## config.mk

```make
export PLATFORM = sky130hd
export DESIGN_NAME = t8pw_top
export DESIGN_NICKNAME = d
export VERILOG_FILES = /design/src/logic/t8pw_pkg.sv /design/src/logic/t8pw_prescaler.sv /design/src/logic/t8pw_top.sv
export SDC_FILE = /design/constraint.sdc
export NUM_CORES = 1
export LEC_CHECK = 0
export BUFFER_PORTS_ARGS = -buffer_cell sky130_fd_sc_hd__buf_4
export CAP_MARGIN = 0
export CORE_UTILIZATION = 30
export CTS_BUF_LIST = sky130_fd_sc_hd__clkbuf_16
export CTS_CLUSTER_DIAMETER = 60
export DETAILED_ROUTE_END_ITERATION = 10
export PLACE_DENSITY = 0.52
export SYNTH_ARGS = -nofsm -noshare
export SYNTH_HDL_FRONTEND = slang
export SYNTH_SLANG_ARGS = --single-unit
```

## constraint.sdc

```tcl
create_clock -name ref_clk_in -period 2.41 [get_ports ref_clk_in]
set_input_delay 0.241 -clock ref_clk_in [delete_from_list [all_inputs] [get_ports ref_clk_in]]
set_output_delay 0.241 -clock ref_clk_in [all_outputs]
set_load 0.05 [all_outputs]
```

## src/logic/t8pw_pkg.sv

```systemverilog
// Register map, field positions, reset values and types of the 8-bit PWM timer.
package t8pw_pkg;
  localparam logic [4:0] CTRL_OFS = 5'h00;
  localparam logic [4:0] COUNT_OFS = 5'h04;
  localparam logic [4:0] CMP_OFS = 5'h08;
  localparam logic [4:0] FLAG_OFS = 5'h0C;
  localparam logic [4:0] CFG_OFS = 5'h10;

  localparam int FORCE_BIT = 7;
  localparam int WGM_LOW_BIT = 6;
  localparam int COM_HI_BIT = 5;
  localparam int COM_LO_BIT = 4;
  localparam int WGM_HIGH_BIT = 3;
  localparam int CS_HI_BIT = 2;
  localparam int CS_LO_BIT = 0;
  localparam int FLAG_OVF_BIT = 0;
  localparam int FLAG_CMF_BIT = 1;
  localparam int CFG_ASYNC_BIT = 0;

  localparam logic [7:0] CTRL_RST = 8'h00;
  localparam logic [7:0] COUNT_RST = 8'h00;
  localparam logic [7:0] CMP_RST = 8'h00;

  localparam logic [7:0] COUNT_MAX = 8'hFF;
  localparam logic [7:0] COUNT_BOTTOM = 8'h00;
  localparam logic [7:0] COUNT_STEP = 8'h01;

  localparam logic [2:0] CS_STOP = 3'h0;
  localparam logic [9:0] PRE_MASK_1 = 10'h000;
  localparam logic [9:0] PRE_MASK_8 = 10'h007;
  localparam logic [9:0] PRE_MASK_32 = 10'h01F;
  localparam logic [9:0] PRE_MASK_64 = 10'h03F;
  localparam logic [9:0] PRE_MASK_128 = 10'h07F;
  localparam logic [9:0] PRE_MASK_256 = 10'h0FF;
  localparam logic [9:0] PRE_MASK_1024 = 10'h3FF;

  typedef enum logic [1:0] {
    MODE_NORMAL = 2'h0,
    MODE_PHASE = 2'h1,
    MODE_CTC = 2'h2,
    MODE_FAST = 2'h3
  } t8pw_mode_t;

  typedef enum logic [1:0] {
    ACT_OFF = 2'h0,
    ACT_TOGGLE = 2'h1,
    ACT_CLEAR = 2'h2,
    ACT_SET = 2'h3
  } t8pw_act_t;

  typedef struct packed {
    logic [4:0] address;
    logic read;
    logic write;
    logic [3:0] byteenable;
    logic [31:0] writedata;
  } t8pw_avs_req_t;
endpackage

```

## src/logic/t8pw_prescaler.sv

```systemverilog
// Tick divider that turns the selected source into the prescaled timer tick.
`timescale 1ns/1ps
module t8pw_prescaler
(
  input wire logic ref_clk_in,
  input wire logic srst_in,
  input wire logic src_tick_in,
  input wire logic [2:0] select_in,
  output logic timer_tick_out
);
  import t8pw_pkg::*;

  typedef struct packed {
    logic [9:0] div;
  } t8pw_pre_state_t;

  t8pw_pre_state_t st_reg;
  t8pw_pre_state_t st_next;
  logic [9:0] mask;

  // The divider free-runs on source ticks, so changing the select
  // may shorten the first period; software rarely cares.
  always_comb
  begin
    st_next = st_reg;
    case (select_in)
      3'h1: mask = PRE_MASK_1;
      3'h2: mask = PRE_MASK_8;
      3'h3: mask = PRE_MASK_32;
      3'h4: mask = PRE_MASK_64;
      3'h5: mask = PRE_MASK_128;
      3'h6: mask = PRE_MASK_256;
      3'h7: mask = PRE_MASK_1024;
      default: mask = PRE_MASK_1;
    endcase
    if (src_tick_in)
    begin
      st_next.div = st_reg.div + 10'h001;
    end
  end

  always_ff @(posedge ref_clk_in)
  begin
    if (srst_in)
    begin
      st_reg <= '0;
    end
    else
    begin
      st_reg <= st_next;
    end
  end

  assign timer_tick_out = src_tick_in & (select_in != CS_STOP)
    & ((st_reg.div & mask) == mask);
endmodule

```

## src/logic/t8pw_top.sv

```systemverilog
// 8-bit timer with normal, clear-on-match and two PWM waveform modes.
`timescale 1ns/1ps
module t8pw_top
(
  input wire logic ref_clk_in,
  input wire logic srst_in,
  input wire t8pw_pkg::t8pw_avs_req_t avs_req_in,
  output logic [31:0] avs_readdata_out,
  output logic avs_waitrequest_out,
  input wire logic osc_clk_in,
  input wire logic port_data_in,
  input wire logic overflow_ack_in,
  input wire logic compare_ack_in,
  output logic compare_output_pin_out,
  output logic compare_output_en_out,
  output logic overflow_flag_out,
  output logic compare_match_flag_out
);
  import t8pw_pkg::*;

  typedef struct packed {
    logic [7:0] ctrl;
    logic [7:0] count;
    logic [7:0] cmp_buf;
    logic [7:0] cmp_act;
    logic async_sel;
    logic ovf;
    logic cmf;
    logic dir_down;
    logic oc;
    logic block_match;
    logic pin;
    logic pin_en;
    logic bus_done;
    logic [31:0] rdata;
    logic osc_s1;
    logic osc_s2;
    logic osc_s3;
  } t8pw_state_t;

  localparam t8pw_state_t ST_RST = '{
    ctrl: CTRL_RST,
    count: COUNT_RST,
    cmp_buf: CMP_RST,
    cmp_act: CMP_RST,
    default: '0
  };

  t8pw_state_t st_reg;
  t8pw_state_t st_next;
  t8pw_mode_t mode;
  t8pw_act_t act;
  logic timer_tick;
  logic src_tick;
  logic req_act;
  logic access;
  logic wr_en;
  logic [2:0] idx;
  logic [7:0] wdat;
  logic at_max;
  logic at_zero;
  logic match;
  logic up_eff;
  logic ovf_set;
  logic cmf_set;
  logic ovf_clr;
  logic cmf_clr;
  logic flag_wr;

  function automatic logic act_result(input t8pw_act_t a, input logic cur);
    case (a)
      ACT_TOGGLE: act_result = ~cur;
      ACT_CLEAR: act_result = 1'b0;
      ACT_SET: act_result = 1'b1;
      default: act_result = cur;
    endcase
  endfunction

  // Only the second and third stages of the oscillator synchroniser
  // feed the edge detect; the first stage metastability stays contained.
  assign src_tick = st_reg.async_sel ? (st_reg.osc_s2 & ~st_reg.osc_s3)
    : 1'b1;

  t8pw_prescaler u_prescaler
  (
    .ref_clk_in(ref_clk_in),
    .srst_in(srst_in),
    .src_tick_in(src_tick),
    .select_in(st_reg.ctrl[CS_HI_BIT:CS_LO_BIT]),
    .timer_tick_out(timer_tick)
  );

  always_comb
  begin
    st_next = st_reg;
    req_act = avs_req_in.read | avs_req_in.write;
    access = req_act & st_reg.bus_done;
    idx = avs_req_in.address[4:2];
    wdat = avs_req_in.writedata[7:0];
    wr_en = access & avs_req_in.write & avs_req_in.byteenable[0];
    mode = t8pw_mode_t'({st_reg.ctrl[WGM_HIGH_BIT], st_reg.ctrl[WGM_LOW_BIT]});
    act = t8pw_act_t'(st_reg.ctrl[COM_HI_BIT:COM_LO_BIT]);
    at_max = st_reg.count == COUNT_MAX;
    at_zero = st_reg.count == COUNT_BOTTOM;
    match = (st_reg.count == st_reg.cmp_act) & ~st_reg.block_match;
    up_eff = at_zero | ~st_reg.dir_down;
    ovf_set = 1'b0;
    cmf_set = 1'b0;

    st_next.osc_s1 = osc_clk_in;
    st_next.osc_s2 = st_reg.osc_s1;
    st_next.osc_s3 = st_reg.osc_s2;

    // One wait state: read data is captured in the first cycle and
    // presented while waitrequest is low in the second.
    st_next.bus_done = req_act & ~st_reg.bus_done;
    if (req_act & ~st_reg.bus_done)
    begin
      st_next.rdata = 32'h0000_0000;
      case (idx)
        CTRL_OFS[4:2]:
        begin
          st_next.rdata[7:0] = st_reg.ctrl;
        end
        COUNT_OFS[4:2]:
        begin
          st_next.rdata[7:0] = st_reg.count;
        end
        CMP_OFS[4:2]:
        begin
          st_next.rdata[7:0] = st_reg.cmp_buf;
        end
        FLAG_OFS[4:2]:
        begin
          st_next.rdata[FLAG_OVF_BIT] = st_reg.ovf;
          st_next.rdata[FLAG_CMF_BIT] = st_reg.cmf;
        end
        CFG_OFS[4:2]:
        begin
          st_next.rdata[CFG_ASYNC_BIT] = st_reg.async_sel;
        end
        default:
        begin
          st_next.rdata = 32'h0000_0000;
        end
      endcase
    end

    if (timer_tick)
    begin
      st_next.block_match = 1'b0;
      cmf_set = match;
      case (mode)
        MODE_NORMAL:
        begin
          st_next.count = st_reg.count + COUNT_STEP;
          ovf_set = at_max;
          if (match)
          begin
            st_next.oc = act_result(act, st_reg.oc);
          end
        end
        MODE_CTC:
        begin
          // Top is the live compare value, so a late write can miss it.
          if (st_reg.count == st_reg.cmp_act)
          begin
            st_next.count = COUNT_BOTTOM;
          end
          else
          begin
            st_next.count = st_reg.count + COUNT_STEP;
          end
          ovf_set = at_max;
          if (match)
          begin
            st_next.oc = act_result(act, st_reg.oc);
          end
        end
        MODE_FAST:
        begin
          st_next.count = st_reg.count + COUNT_STEP;
          ovf_set = at_max;
          if (at_max)
          begin
            st_next.cmp_act = st_reg.cmp_buf;
          end
          if (act == ACT_TOGGLE)
          begin
            if (match)
            begin
              st_next.oc = ~st_reg.oc;
            end
          end
          else if (at_max)
          begin
            // A match at top is ignored here, so a compare of max
            // gives a constant level and zero gives a one-tick spike.
            st_next.oc = (act == ACT_CLEAR);
          end
          else if (match)
          begin
            st_next.oc = (act == ACT_SET);
          end
        end
        MODE_PHASE:
        begin
          if (st_reg.dir_down)
          begin
            if (at_zero)
            begin
              st_next.count = COUNT_BOTTOM + COUNT_STEP;
              st_next.dir_down = 1'b0;
            end
            else
            begin
              st_next.count = st_reg.count - COUNT_STEP;
            end
          end
          else
          begin
            if (at_max)
            begin
              st_next.count = COUNT_MAX - COUNT_STEP;
              st_next.dir_down = 1'b1;
            end
            else
            begin
              st_next.count = st_reg.count + COUNT_STEP;
            end
          end
          ovf_set = at_zero;
          if (at_max)
          begin
            st_next.cmp_act = st_reg.cmp_buf;
            if (st_reg.ctrl[COM_HI_BIT])
            begin
              if (st_reg.cmp_buf == COUNT_MAX)
              begin
                st_next.oc = (act == ACT_CLEAR);
              end
              else
              begin
                st_next.oc = (act == ACT_SET);
              end
            end
          end
          else if (match & st_reg.ctrl[COM_HI_BIT])
          begin
            // Bottom counts as the start of the up slope, which keeps
            // a compare of zero at a constant level.
            if (up_eff)
            begin
              st_next.oc = (act == ACT_SET);
            end
            else
            begin
              st_next.oc = (act == ACT_CLEAR);
            end
          end
        end
        default:
        begin
          st_next.count = st_reg.count;
        end
      endcase
    end

    if (mode != MODE_PHASE)
    begin
      st_next.dir_down = 1'b0;
    end

    if (wr_en)
    begin
      case (idx)
        CTRL_OFS[4:2]:
        begin
          st_next.ctrl = {1'b0, wdat[6:0]};
          // Both non-PWM modes have the low mode bit clear.
          if (wdat[FORCE_BIT] & ~wdat[WGM_LOW_BIT])
          begin
            st_next.oc = act_result(t8pw_act_t'(wdat[COM_HI_BIT:COM_LO_BIT]),
              st_next.oc);
          end
        end
        COUNT_OFS[4:2]:
        begin
          st_next.count = wdat;
          st_next.block_match = 1'b1;
        end
        CMP_OFS[4:2]:
        begin
          st_next.cmp_buf = wdat;
          if (~st_reg.ctrl[WGM_LOW_BIT])
          begin
            st_next.cmp_act = wdat;
          end
        end
        CFG_OFS[4:2]:
        begin
          st_next.async_sel = wdat[CFG_ASYNC_BIT];
        end
        default:
        begin
          st_next.async_sel = st_next.async_sel;
        end
      endcase
    end

    // A set in the same cycle as a clear wins, so no event is lost.
    flag_wr = wr_en & (idx == FLAG_OFS[4:2]);
    ovf_clr = overflow_ack_in | (flag_wr & wdat[FLAG_OVF_BIT]);
    cmf_clr = compare_ack_in | (flag_wr & wdat[FLAG_CMF_BIT]);
    st_next.ovf = ovf_set | (st_reg.ovf & ~ovf_clr);
    st_next.cmf = cmf_set | (st_reg.cmf & ~cmf_clr);

    st_next.pin_en = st_next.ctrl[COM_HI_BIT:COM_LO_BIT] != 2'h0;
    if (st_next.pin_en)
    begin
      st_next.pin = st_next.oc;
    end
    else
    begin
      st_next.pin = port_data_in;
    end
  end

  always_ff @(posedge ref_clk_in)
  begin
    if (srst_in)
    begin
      st_reg <= ST_RST;
    end
    else
    begin
      st_reg <= st_next;
    end
  end

  assign avs_readdata_out = st_reg.rdata;
  assign avs_waitrequest_out = req_act & ~st_reg.bus_done;
  assign compare_output_pin_out = st_reg.pin;
  assign compare_output_en_out = st_reg.pin_en;
  assign overflow_flag_out = st_reg.ovf;
  assign compare_match_flag_out = st_reg.cmf;
endmodule

```

Word level (Yosys, flattened, before mapping) --
Cells that the tools add are included.
Word-level totals: output and inout port bits 37, register bits 61, word-level logic and storage cells 136, bits of input ports 49
Operators by class: mux-type cells 45, reductions and logical operators 14, add/sub/neg operators 3, bitwise logic cells 31, equality and inequality tests 24
Operators by type and width (number):
- 8-bit two-way mux | 10
- 10-bit one-hot mux with 6 select lines | 1
- 31-bit two-way mux | 1
- 8-bit one-hot mux with 3 select lines | 1
- 1-bit two-way mux | 21
- 6-bit one-hot mux with 3 select lines | 1
- 8-bit equality test, second input constant | 2
- 16-bit two-way mux | 1
- 1-bit bitwise AND | 15
- 3-bit equality test, second input constant | 5
- 2-bit equality test, second input constant | 6
- 3-bit by 2-bit equality test with 1-bit output, second input constant | 4
- 10-bit by 1-bit adder with 10-bit output, second input constant | 1
- 10-bit bitwise AND | 1
- 10-bit equality test | 1
- 1-bit NOT | 9
- 1-bit one-hot mux with 3 select lines | 3
- 8-bit by 1-bit adder with 8-bit output, second input constant | 1
- 8-bit equality test | 1
- 8-bit logical NOT | 1
- 2-bit AND reduction | 4
- 2-bit OR reduction | 4
- 8-bit by 1-bit subtractor with 8-bit output, second input constant | 1
- 2-bit by 1-bit equality test with 1-bit output, second input constant | 3
- 13 further kinds | 19

Logic depth before layout (Yosys ltp) --
Gate-level depths: netlist (run 1).
depth after elaboration 13, mapped depth 11, depth with buffers taken out 9

Cells and area by module --
A second synthesis (run 1) with hierarchy kept.
Unflattened totals: cell total of the unflattened synthesis 471, area total of the unflattened synthesis 3836.2 sq um
Modules (own cells, without submodules):
- t8pw_top | cells an instance 413, instances 1, area each 3325.7 sq um, sequential area each 1021.0 sq um
- t8pw_prescaler | cells an instance 58, instances 1, area each 510.5 sq um, sequential area each 200.2 sq um

Worst setup path after synthesis (run 1) --
Ideal clock, no wire load.
path type register to register, start register st_reg[60] (netlist bit), end register st_reg[63] (netlist bit), arrival time 2.226 ns, clock period less this slack 2.357 ns, stages on the path, launching flop included 12, buffers on the path 2, data required time 2.279 ns, setup time 0.131 ns, slack 0.053 ns, path through dfxtp_1 > buf_2 > inv_1 > ha_1 > or3b_2 > o21ai_0 > a21oi_1 > buf_4 > a221oi_1 > a211oi_1 > a211oi_1 > nor3_1
On the way: cells in the longest elaborated chain, start to end 7, elaborated cells on any way between the ends 13, classes of those cells 2 x add/sub; 2 x eq/ne; 8 x mux; 1 x reduce/logical
RTL lines:
- start: declaration | line t8pw_top.sv:49 | t8pw_state_t st_reg;
- start signal: assignment | line t8pw_top.sv:337 | st_reg <= st_next;
- 8-bit by 1-bit adder with 8-bit output (tied with other cells)
- 8-bit two-way mux (on tied branches) | line t8pw_top.sv:222, t8pw_top.sv:210
- 8-bit two-way mux | line t8pw_top.sv:208 | if (st_reg.dir_down)
- 8-bit one-hot mux with 3 select lines * | line t8pw_top.sv:153 | case (mode)
- 8-bit two-way mux * | line t8pw_top.sv:149 | if (timer_tick)
- 8-bit two-way mux | line t8pw_top.sv:276 | case (idx)
- 31-bit two-way mux * | line t8pw_top.sv:274 | if (wr_en)
Mark *: on every way between the ends. The rest lies on a longest branch, timed or not. A chain may end at the register's enable or synchronous reset.

Final worst setup path (run 1) --
start register st_reg[66] (netlist bit), end register st_reg, in the netlist compare_output_pin_out
On the way: cells in the longest elaborated chain, start to end 13, elaborated cells on any way between the ends 22, classes of those cells 2 x eq/ne; 15 x mux; 4 x bitwise; 1 x reduce/logical
RTL lines:
- 8-bit equality test or 8-bit logical NOT (tied branches) | line t8pw_top.sv:105, t8pw_top.sv:104
- 1-bit bitwise AND or 1-bit bitwise OR (tied branches) | line t8pw_top.sv:105, t8pw_top.sv:106
- 1-bit bitwise AND (tied with other cells) | line t8pw_top.sv:248 | else if (match & st_reg.ctrl[COM_HI_BIT])
- 1-bit two-way mux (on tied branches) | line t8pw_top.sv:248, t8pw_top.sv:195
- 1-bit two-way mux (on tied branches) | line t8pw_top.sv:233, t8pw_top.sv:188
- 1-bit one-hot mux with 3 select lines * | line t8pw_top.sv:153
- 2-bit two-way mux * | line t8pw_top.sv:149
- 1-bit NOT | line t8pw_top.sv:72 | ACT_TOGGLE: act_result = ~cur;
- 1-bit one-hot mux with 3 select lines | line t8pw_top.sv:71 | case (a)
- 1-bit two-way mux | line t8pw_top.sv:281 | if (wdat[FORCE_BIT] & ~wdat[WGM_LOW_BIT])
- 1-bit two-way mux | line t8pw_top.sv:276
- 2-bit two-way mux * | line t8pw_top.sv:274
- 1-bit two-way mux * | line t8pw_top.sv:319 | if (st_next.pin_en)
Marks and branches as above.

==> results of run 1 <==
per-layer routing:
metal / global-route usage (%) / wire [µm] / share of wire [%] / up-vias
li1: - / - / - / 1706
met1: 23.1 / 4890 / 48 / 1622
met2: 26.2 / 4600 / 45 / 125
met3: 4.09 / 602 / 5.9 / 8
met4: 3.64 / 97 / 0.95 / 0
met5: 0 / 0 / 0 / -
what timing repair did:
| action | 4_1_cts | 5_1_grt |
|---|---|---|
| resized for setup | 0 | 17 |
| endpoints found under the setup margin | 0 | 5 |
| buffers inserted | 0 | 1 |
layout by cell type, fill, tap and decap left out, types with 6 or more instances in the layout:
| cell | instances |
|---|---|
| sky130_fd_sc_hd__o21ai_0 | 15 |
| sky130_fd_sc_hd__nand2b_1 | 9 |
| sky130_fd_sc_hd__nor2_1 | 58 |
| sky130_fd_sc_hd__buf_4 | 72 |
| sky130_fd_sc_hd__a21oi_1 | 27 |
| sky130_fd_sc_hd__nor3b_1 | 6 |
| sky130_fd_sc_hd__clkbuf_16 | 9 |
| sky130_fd_sc_hd__mux2i_1 | 27 |
| sky130_fd_sc_hd__nand4_1 | 10 |
| sky130_fd_sc_hd__nand2_1 | 45 |
| sky130_fd_sc_hd__nand3_1 | 11 |
| sky130_fd_sc_hd__dfxtp_1 | 56 |
| sky130_fd_sc_hd__a31oi_1 | 6 |
| sky130_fd_sc_hd__a22oi_1 | 10 |
| sky130_fd_sc_hd__conb_1 | 24 |
| sky130_fd_sc_hd__xnor2_1 | 13 |
| sky130_fd_sc_hd__nor3_1 | 15 |
| sky130_fd_sc_hd__a211oi_1 | 12 |
| sky130_fd_sc_hd__inv_1 | 14 |
logic make-up after synthesis:
family,Yosys count,synth area share (%)
DFF,61,32.6
other,1,0.100
buffers and inverters,77,11.5
AOI/OAI and AO/OA,101,17.7
adders and majority gates,6,2.00
and+or+nand+nor,183,24.2
xor gates and xnor gates,17,3.97
muxes,28,7.91
path summary, 6_finish.rpt:
| kind | end | slack, ns | cells after the start |
|---|---|---|---|
| worst max-delay path | compare_output_pin_out$_SDFF_PP0_ | 0.07 | 7 |
| worst min register to register | st_next[0]$_SDFF_PP0_ | 0.45 | 1 |
| worst min-delay path | st_next[1]$_SDFF_PP0_ | 0.13 | 2 |
| worst max register to register | compare_output_pin_out$_SDFF_PP0_ | 0.07 | 7 |
power by group through the flow:
| stage | sequential [mW] | clock, mW | combinational, mW |
|---|---|---|---|
| CTS | 1.03 | 1.25 | 0.261 |
| floorplan | 1.05 | 0 | 0.208 |
| global route | 1.03 | 1.31 | 0.284 |
| detailed placement | 1.05 | 0 | 0.259 |
| global placement | 1.05 | 0 | 0.258 |
| finish | 1.03 | 1.24 | 0.264 |
stage by stage:
step / area (µm²) / hold slack, ns
2_1_floorplan: 3840 / 0.369
5_1_grt: 4570 / 0.145
3_5_place_dp: 4220 / 0.440
4_1_cts: 4500 / 0.133
3_3_place_gp: 4220 / 0.440
6_report: 4570 / 0.132
critical path, delay by kind of cell, from the launching register on:
kind / cells / cell delay (ns)
AND/OR/NAND/NOR: 2 / 0.70
AO/OA/AOI/OAI: 3 / 0.69
flip-flops: 1 / 0.45
multiplexers: 1 / 0.21
XOR/XNOR: 1 / 0.16
cell type report:
cell class                 count  area, µm²
clock buffer                   9        225
clock inverter                 7       58.8
fill                        1274       7540
inverter                      13       48.8
multi-input combinational    359       2240
sequential                    61       1230
tap                          168        210
timing repair buffer          73        561
==> summary.md, run 1 <==
| Metric | Value |
|---|---|
| Count of clock tree sinks | 61 |
| Maximum level of the CTS H-tree | 3 |
| Chain of cells forming the critical path | xnor2_1 > nand4_1 > nor4b_2 > mux2i_1 > o211ai_1 > a311o_1 > a41o_1 |
| I/O pins | 86 |
| Total of buffers placed on input and output ports | 32 |
| Smallest setup slack after layout | 0.0735 ns |
| Fraction of synthesized cell area taken by the top area cell type | 32.6% |
| Initial Util | 31.0% |
| Die height | 114 µm |
| Period Utilization, post-route | 97.0% |
| Most numerous cell types in the synthesized netlist | sky130_fd_sc_hd__dfxtp_1, sky130_fd_sc_hd__nor2_1, sky130_fd_sc_hd__nand2_1 |
| Final net count | 572 |
| Most instantiated library cell after synthesis | sky130_fd_sc_hd__dfxtp_1 |
| Number of different library cells in the post-synthesis netlist | 58 |
| Setup Slack @ Placement | 0.0454 ns |
| Seq cells post-synth | 61 |
| Cell-internal power | 1.88 mW |
| Detail-routed via count per cell | 5.02 |
| Hold path startpoint | osc_clk_in |
| Detailed-route via count | 3461 |
| Area growth from synthesis to layout | 21.9% |
| Fraction of power spent switching nets | 25.9% |
| Number of antenna violations at the first check in global routing | 0 |
| Hold violation count in the final report | 0 |
| Wire per inst | 14.8 µm |
| Clock share of power | 48.9% |
| DRC violations left | 0 |
| Minimum period implied by the final worst setup slack | 2.34 ns |
| RePlAce Congestion | 0.828 |
| Overall power | 2.54 mW |
| ANT nets after route | 0 |
| Worst Setup Start Kind | register |
| Maximum ir drop on the vdd rail | 0.000249 V |
| Achievable clock frequency | 428 MHz |
| Final Core Density | 37.7% |
| Worst path arrival time | 2.56 ns |
| Number of search-and-repair iterations in the first detailed-routing pass | 7 |
| Number of setup violations in the final report | 0 |
| Switching pwr | 0.657 mW |
| Mean area per synthesized cell | 7.91 µm² |
| Ant. Diodes | 0 |
| Count of placed standard cells including taps | 673 |
| Kind of path behind the tightest hold check | in2reg |
| Critical R2R Launch | st_reg[66]$_SDFF_PP0_ |
| Ys flop type | sky130_fd_sc_hd__dfxtp_1 |
| Cells after synthesis | 474 |
| Start-to-end type of the worst setup path | reg2reg |
| Final Max Slew Viols | 0 |
| Pleak | 1.72 nW |
| Type of element capturing the critical path | register |
| Sequential Power Share | 40.7% |
| Worst slew pin tran | 0.639 ns |
| Largest net degree at the start of global routing | 62 |
| Clock latency on the worst-skew pair | 0.33 ns |
| Count of routing violations after the opening detailed-route iteration | 221 |
| Share of flip-flops with an asynchronous set or reset | 0% |
| Max reg flops | 33 |
| Reg clk slew, reported paths | 0.06 ns |
| Proportion of power drawn by combinational gates | 10.4% |
| Area of the die | 13000 µm² |
| Floorplan row count | 40 |
| Number of enable-type register cells in the synthesized netlist | 0 |
| Core outline area | 12100 µm² |
| DP Wirelength | 7.52 mm |
| Total standard cell area after synthesis | 3750 µm² |
| Horizontal die dimension | 114 µm |
| Worst Clk Skew | 0.00597 ns |
| Count of maximum capacitance violations | 0 |
| Worst slew margin relative to its limit | 57.4% |
| Highest fanout seen on the critical path | 5 |
| WL final | 10.2 mm |
| Source of the critical timing path | st_reg[66]$_SDFF_PP0_ |
| TritonCTS buffer count | 9 |
| Fraction of final layout cells with drive strength greater than 1 | 20.5% |
| Fraction of the yosys area taken by sequential cells | 32.6% |
| Critical path's slowest cell | sky130_fd_sc_hd__dfxtp_1 |
| Root buffer cell | sky130_fd_sc_hd__clkbuf_16 |
| Count of placed standard cells in the final layout, fillers left out | 690 |
| Crit path largest cell delay | 0.45 ns |
| Combined global-route utilization of all metal layers | 16.7% |
| Required time at the worst-slack endpoint | 2.63 ns |
| Via count of the first global-routing pass | 3302 |
| Total power divided by cell area | 555 nW/µm² |
| Warning count from the yosys run | 0 |
| Count of hold buffers inserted by post-cts repair | 0 |
| Maximum count of clock buffers along a single path | 2 |
| Overflow left after global routing | 0 |
| Cell type with the largest total area after synthesis | sky130_fd_sc_hd__dfxtp_1 |
| Global-route wire length before repair | 16.9 mm |
| Leading cell types by total area after synthesis | sky130_fd_sc_hd__dfxtp_1, sky130_fd_sc_hd__mux2i_1, sky130_fd_sc_hd__buf_4 |
| Final TNS setup | 0 ns |
| Result of the run | finished, final reports clean |
| TritonCTS clock tree | done |
Power figures use the tool's default switching activity.
==> run 2: changes to the inputs <==
ABC_AREA = 1   (was not set)
==> run 2 against run 1 <==
Net effect: synthesized area fell by 0.67%; maximum frequency rose by 9.5%; global-route usage increased by 0.56 points; clock power grew 19%; power is 9.7% higher; setup slack improved by 0.20 ns; first-iteration DRC count up 6.8%; synthesized cell count up 19%; non-clock buffer count fell by 34; flip-flop and latch count stayed put; worst hold slack got worse by 0.016 ns; largest cell class unchanged; highest routed layer unchanged.
==> summary.md, run 2 <==
| Metric | Value |
|---|---|
| Warning count from the yosys run | 0 |
| Count of routing violations after the opening detailed-route iteration | 236 |
| Detailed-route via count | 3634 |
| Count of maximum capacitance violations | 0 |
| Detail-routed via count per cell | 4.76 |
| Type of element capturing the critical path | register |
| Total power divided by cell area | 638 nW/µm² |
| Multi-input logic area | 1960 µm² |
| TritonCTS clock tree | done |
| Mean area per synthesized cell | 6.59 µm² |
| Worst Setup Start Kind | register |
| Minimum period implied by the final worst setup slack | 2.13 ns |
| TritonCTS buffer count | 9 |
| Area occupied by registers | 1220 µm² |
| Fraction of the yosys area taken by sequential cells | 32.8% |
| Worst slew margin relative to its limit | 65.1% |
| Leading cell types by total area after synthesis | sky130_fd_sc_hd__dfxtp_1, sky130_fd_sc_hd__nand2_1, sky130_fd_sc_hd__inv_1 |
| I/O pins | 86 |
| Final net count | 646 |
| RePlAce Congestion | 0.861 |
| Kind of path behind the tightest hold check | in2reg |
| Wire per inst | 13.6 µm |
| Maximum ir drop on the vdd rail | 0.000382 V |
| Root buffer cell | sky130_fd_sc_hd__clkbuf_16 |
| Number of antenna violations at the first check in global routing | 0 |
| Count of clock tree sinks | 61 |
| Core outline area | 12100 µm² |
| Count of placed standard cells including taps | 747 |
| Final TNS setup | 0 ns |
| DP Wirelength | 7.88 mm |
| Most instantiated library cell after synthesis | sky130_fd_sc_hd__nand2_1 |
| Number of search-and-repair iterations in the first detailed-routing pass | 5 |
| Pleak | 1.88 nW |
| Clock latency on the worst-skew pair | 0.33 ns |
| Number of enable-type register cells in the synthesized netlist | 0 |
| Worst path arrival time | 2.36 ns |
| Maximum level of the CTS H-tree | 3 |
| Hold violation count in the final report | 0 |
| Seq cells post-synth | 61 |
| Horizontal die dimension | 113 µm |
| Global-route wire length before repair | 17.2 mm |
| Cells after synthesis | 565 |
| Initial Util | 30.9% |
| Result of the run | finished, final reports clean |
| Most numerous cell types in the synthesized netlist | sky130_fd_sc_hd__nand2_1, sky130_fd_sc_hd__inv_1, sky130_fd_sc_hd__dfxtp_1 |
| Floorplan row count | 40 |
| Overflow left after global routing | 0 |
| Number of setup violations in the final report | 0 |
| Period Utilization, post-route | 88.5% |
| Max reg flops | 33 |
| DRC violations left | 0 |
| Ys flop type | sky130_fd_sc_hd__dfxtp_1 |
| Setup repair after global routing missed its margin | no |
| Total standard cell area after synthesis | 3730 µm² |
| Reg clk slew, reported paths | 0.06 ns |
| Total of buffers placed on input and output ports | 32 |
| ANT nets after route | 0 |
| Area growth from synthesis to layout | 17.0% |
| Count of placed standard cells in the final layout, fillers left out | 764 |
| Start-to-end type of the worst setup path | reg2reg |
| WL final | 10.4 mm |
| Cell type with the largest total area after synthesis | sky130_fd_sc_hd__dfxtp_1 |
| Number of different library cells in the post-synthesis netlist | 39 |
| Achievable clock frequency | 469 MHz |
| Leading cell type in the layout, fill and taps excluded | sky130_fd_sc_hd__nand2_1 |
| Worst slew pin tran | 0.522 ns |
| Fraction of final layout cells with drive strength greater than 1 | 11.2% |
| Largest net degree at the start of global routing | 33 |
| Final Max Slew Viols | 0 |
| Via count of the first global-routing pass | 3416 |
| Ant. Diodes | 0 |
| Share of flip-flops with an asynchronous set or reset | 0% |
| Die height | 113 µm |
| Fillers | 1324 |
| Highest fanout seen on the critical path | 5 |
| Count of hold buffers inserted by post-cts repair | 0 |
| Maximum count of clock buffers along a single path | 2 |
| Combined global-route utilization of all metal layers | 17.3% |
| Worst Clk Skew | 0.0108 ns |
| Highest-count cells in the layout ignoring fill and taps | sky130_fd_sc_hd__nand2_1, sky130_fd_sc_hd__inv_1, sky130_fd_sc_hd__dfxtp_1 |
| Required time at the worst-slack endpoint | 2.64 ns |
| Area of the die | 12900 µm² |
| Fraction of synthesized cell area taken by the top area cell type | 32.8% |
-- run 2: per-layer routing --
metal	up-vias	part of all wire [%]	track usage (%)
li1	1842	-	-
met1	1665	46	21.7
met2	105	47	28.8
met5	-	0	0
met4	0	3.4	8.25
met3	22	4.2	2.92
-- run 2: path summary, 6_finish.rpt --
path,cells after the start,endpoint,startpoint,slack [ns]
worst max-delay path,16,compare_output_pin_out$_SDFF_PP0_,st_reg[60]$_SDFF_PP0_,0.28
worst min-delay path,3,st_next[1]$_SDFF_PP0_,osc_clk_in,0.12
worst max register to register,16,compare_output_pin_out$_SDFF_PP0_,st_reg[60]$_SDFF_PP0_,0.28
worst min register to register,2,st_next[0]$_SDFF_PP0_,st_next[1]$_SDFF_PP0_,0.40
-- run 2: where the power goes --
group	switching [mW]	total [mW]	leakage, nW	internal [mW]
registers	0.0107	1.04	0.494	1.03
clock network	0.469	1.47	0.169	0.997
logic	0.210	0.281	1.22	0.0711
total	0.690	2.78	1.88	2.09
-- run 2: per-stage QoR --
| step | worst slack [ns] | cell area [µm²] | hold WS, ns | utilization [%] | power, mW |
|---|---|---|---|---|---|
| 6_report | 0.276 | 4360 | 0.116 | 36.1 | 2.78 |
| 4_1_cts | 0.255 | 4350 | 0.110 | 36.0 | 2.80 |
| 3_3_place_gp | 0.313 | 4020 | 0.396 | 33.3 | 1.34 |
| 5_1_grt | 0.00835 | 4360 | 0.113 | 36.1 | 2.87 |
| 3_5_place_dp | 0.268 | 4020 | 0.397 | 33.3 | 1.34 |
| 2_1_floorplan | 0.614 | 3810 | 0.348 | - | 1.29 |
-- run 2: worst max-delay path: stages, from the launching register on --
cell and delay, ns:
sky130_fd_sc_hd__dfxtp_2 0.38, sky130_fd_sc_hd__ha_1 0.19, sky130_fd_sc_hd__nand2_1 0.11, sky130_fd_sc_hd__nor2_1 0.15, sky130_fd_sc_hd__nand2_2 0.10, sky130_fd_sc_hd__nor3_4 0.29
sky130_fd_sc_hd__inv_2 0.10, sky130_fd_sc_hd__o21ai_1 0.13, sky130_fd_sc_hd__inv_1 0.06, sky130_fd_sc_hd__nand2_1 0.08, sky130_fd_sc_hd__nand2_1 0.07, sky130_fd_sc_hd__nand3_1 0.10
sky130_fd_sc_hd__nand2_1 0.06, sky130_fd_sc_hd__nand2_1 0.07, sky130_fd_sc_hd__nand3_1 0.06, sky130_fd_sc_hd__nand2_1 0.06, sky130_fd_sc_hd__inv_1 0.03
-- run 2: cells by family (layout without fill, tap and decap cells) --
logic type               after synthesis  after routing  synth area share, %
AND/OR/NAND/NOR                      207            207                 23.6
buffers and inverters                135            143                 17.0
AO/OA/AOI/OAI                        144            144                 21.9
other                                  1             24                0.101
adder cells (fa/ha/maj)                6              6                 2.01
XOR/XNOR                              11             11                 2.59
flip-flops                            61             61                 32.8
-- run 2: final cells by class --
class / instances / area share, %
Clock buffer: 9 / 5.17
Clock inverter: 7 / 2.44
Inverter: 88 / 7.58
Multi-Input combinational cell: 392 / 44.9
Sequential cell: 61 / 28.0
Tap cell: 168 / 4.82
Timing Repair Buffer: 39 / 7.00
-- run 2: what timing repair did --
| action | 4_1_cts | 5_1_grt |
|---|---|---|
| hold endpoints to repair | 0 | 0 |
| resized for setup | 0 | 2 |
| setup endpoints to repair | 0 | 2 |
| buffers inserted | 0 | 1 |
==> run 3: changes to the inputs <==
CORE_ASPECT_RATIO = 0.9   (was not set)
CORE_UTILIZATION = 40   (was 30)
PLACE_DENSITY = 0.66   (was 0.52)
==> run 3 against run 2 <==
Net effect: combinational power is essentially flat; routed wire length decreased by 5.1%; via count increased by 3.0%; worst hold slack lost 0.0044 ns; count of clock-buffer cells in the layout stayed put; die area decreased by 25%; first-iteration DRC count is 19% higher; critical path depth decreased by 5; sequential power barely moved; design area down 1.9%; setup slack worse by 0.067 ns; global-route usage is 3.6 points higher; largest power group unchanged; highest routed layer unchanged.
==> summary.md, run 3 (synthesis results as in run 2) <==
| Metric | Value |
|---|---|
| Final TNS setup | 0 ns |
| Reg clk slew, reported paths | 0.05 ns |
| Count of maximum capacitance violations | 0 |
| Final worst hold slack | 0.112 ns |
| Worst Clk Skew | 0.00749 ns |
| Pleak | 1.87 nW |
| Die height | 93.6 µm |
| DRC violations left | 0 |
| Smallest setup slack after layout | 0.209 ns |
| Setup repair after global routing missed its margin | no |
| Number of search-and-repair iterations in the first detailed-routing pass | 5 |
| Worst slew margin relative to its limit | 53.3% |
| Overall power | 2.65 mW |
| Achievable clock frequency | 454 MHz |
| Worst Hold End | st_next[1]$_SDFF_PP0_ |
| RePlAce Congestion | 0.897 |
| Worst r2r path cells | 11 |
| Post-place instance area | 3950 µm² |
| Critical R2R Launch | st_reg[60]$_SDFF_PP0_ |
| Result of the run | finished, final reports clean |
| Highest-count cells in the layout ignoring fill and taps | sky130_fd_sc_hd__nand2_1, sky130_fd_sc_hd__inv_1, sky130_fd_sc_hd__dfxtp_1 |
| Fraction of final layout cells with drive strength greater than 1 | 11.4% |
| Wire per inst | 13.7 µm |
| TritonCTS clock tree | done |
| TritonCTS buffer count | 9 |
| Via count of the first global-routing pass | 3310 |
| Horizontal die dimension | 104 µm |
| Count of routing violations after the opening detailed-route iteration | 280 |
| ANT nets after route | 0 |
| Cell area after layout | 4280 µm² |
| Start-to-end type of the worst setup path | reg2reg |
| WL final | 9.85 mm |
| Maximum ir drop on the vdd rail | 0.000354 V |
| Overflow left after global routing | 0 |
| Hold path startpoint | osc_clk_in |
| Kind of cell adding the most delay to the critical path | simple AND/OR/NAND/NOR gates |
| Floorplan row count | 33 |
| Total of buffers placed on input and output ports | 32 |
| Leading cell type in the layout, fill and taps excluded | sky130_fd_sc_hd__nand2_1 |
| Combined global-route utilization of all metal layers | 20.9% |
| Type of element capturing the critical path | register |
| Ant. Diodes | 0 |
| Initial Util | 41.0% |
| Maximum count of clock buffers along a single path | 2 |
| Core outline area | 9080 µm² |
| DP Wirelength | 7.37 mm |
| Instance count along the most critical hold path | 3 |
| Critical path's slowest cell | sky130_fd_sc_hd__dfxtp_2 |
| Kind of path behind the tightest hold check | in2reg |
| I/O pins | 86 |
| Global-route wire length before repair | 15.9 mm |
| Worst slew pin tran | 0.699 ns |
| Highest fanout seen on the critical path | 16 |
| Area growth from synthesis to layout | 14.7% |
| Maximum level of the CTS H-tree | 3 |
| Worst Setup Start Kind | register |
| Worst path arrival time | 2.43 ns |
| Most used cell along the critical path | sky130_fd_sc_hd__nand2_1 |
| Setup slack of the worst register-to-register path | 0.21 ns |
| Number of antenna violations at the first check in global routing | 0 |
| Endpoint of the worst register-to-register path | st_reg[47]$_SDFF_PP0_ |
| Crit path largest cell delay | 0.39 ns |
| Number of setup violations in the final report | 0 |
| Largest net degree at the start of global routing | 33 |
| Final Max Slew Viols | 0 |
| Total power divided by cell area | 619 nW/µm² |
| Required time at the worst-slack endpoint | 2.64 ns |
| Area of the die | 9710 µm² |
| Setup Slack @ Placement | 0.283 ns |
| Critical path buffers and inverters | 2 |
| Count of clock tree sinks | 61 |
| Final net count | 648 |
| Root buffer cell | sky130_fd_sc_hd__clkbuf_16 |
| Clock latency on the worst-skew pair | 0.33 ns |
| Hold violation count in the final report | 0 |
| Detailed-route via count | 3743 |
| Max reg flops | 33 |
| Detail-routed via count per cell | 5.20 |
| Minimum period implied by the final worst setup slack | 2.20 ns |
| Period Utilization, post-route | 91.3% |
| Chain of cells forming the critical path | ha_1 > nand2_1 > nor2_1 > nand2_1 > nor3_4 > buf_4 > nand3b_2 > nand2_1 > o211ai_1 > nand2_1 > inv_1 |
run 3: changes by cell type in the layout (fill, tap and decap cells not counted):
cell                        before  now
sky130_fd_sc_hd__buf_4          38   41
sky130_fd_sc_hd__clkinv_1        2    5
sky130_fd_sc_hd__inv_1          84   81
sky130_fd_sc_hd__buf_12          1    0
sky130_fd_sc_hd__bufinv_16       3    2
sky130_fd_sc_hd__inv_2           5    6
sky130_fd_sc_hd__nand2_1       108  109
sky130_fd_sc_hd__nand2_2         2    1
run 3: stage by stage:
stage          util (%)  std cells
6_report           47.1        720
5_1_grt            47.1        720
4_1_cts            46.9        718
3_5_place_dp       43.5        702
3_3_place_gp       43.5        702
2_1_floorplan         -        588
run 3: power breakdown:
part | internal [mW] | switching (mW)
Combinational | 0.0703 | 0.211
Clock | 0.887 | 0.442
Sequential | 1.03 | 0.0114
Total | 1.98 | 0.664
run 3: timing repair:
item,in CTS,in global routing
resized for setup,0,2
setup buffers,0,2
hold buffers,0,0
setup endpoints to repair,0,1
run 3: routing by layer:
layer	wire, µm	global-route usage (%)	vias up
met5	0	0	-
met4	167	7.74	0
met3	614	4.18	20
met2	4620	35.0	129
met1	4450	26.7	1748
li1	-	-	1846
run 3: worst max path at each step:
| stage | from | slack, ns | to | cells past startpoint |
|---|---|---|---|---|
| finish | st_reg[60]$_SDFF_PP0_ | 0.21 | st_reg[47]$_SDFF_PP0_ | 11 |
| CTS | st_reg[60]$_SDFF_PP0_ | 0.26 | compare_output_pin_out$_SDFF_PP0_ | 17 |
| detailed placement | st_reg[63]$_SDFF_PP0_ | 0.28 | st_reg[61]$_SDFF_PP0_ | 11 |
| floorplan | st_reg[60]$_SDFF_PP0_ | 0.61 | compare_output_pin_out$_SDFF_PP0_ | 16 |
| global route | st_reg[61]$_SDFF_PP0_ | 0.008 | compare_output_pin_out$_SDFF_PP0_ | 16 |
| global placement | st_reg[60]$_SDFF_PP0_ | 0.30 | st_reg[62]$_SDFF_PP0_ | 12 |
run 3: layout make-up:
cell class | count | area [µm²]
Inverter | 88 | 330
Clock buffer | 9 | 225
Timing Repair Buffer | 41 | 308
Multi-Input combinational cell | 392 | 1960
Clock inverter | 7 | 80.1
Tap cell | 122 | 153
Fill cell | 928 | 4810
Sequential cell | 61 | 1220
run 3: worst reg2reg max path: stages (launching register included):
cell,delay [ns]
sky130_fd_sc_hd__dfxtp_2,0.39
sky130_fd_sc_hd__ha_1,0.20
sky130_fd_sc_hd__nand2_1,0.09
sky130_fd_sc_hd__nor2_1,0.14
sky130_fd_sc_hd__nand2_1,0.13
sky130_fd_sc_hd__nor3_4,0.32
sky130_fd_sc_hd__buf_4,0.17
sky130_fd_sc_hd__nand3b_2,0.29
sky130_fd_sc_hd__nand2_1,0.17
sky130_fd_sc_hd__o211ai_1,0.10
sky130_fd_sc_hd__nand2_1,0.08
sky130_fd_sc_hd__inv_1,0.04
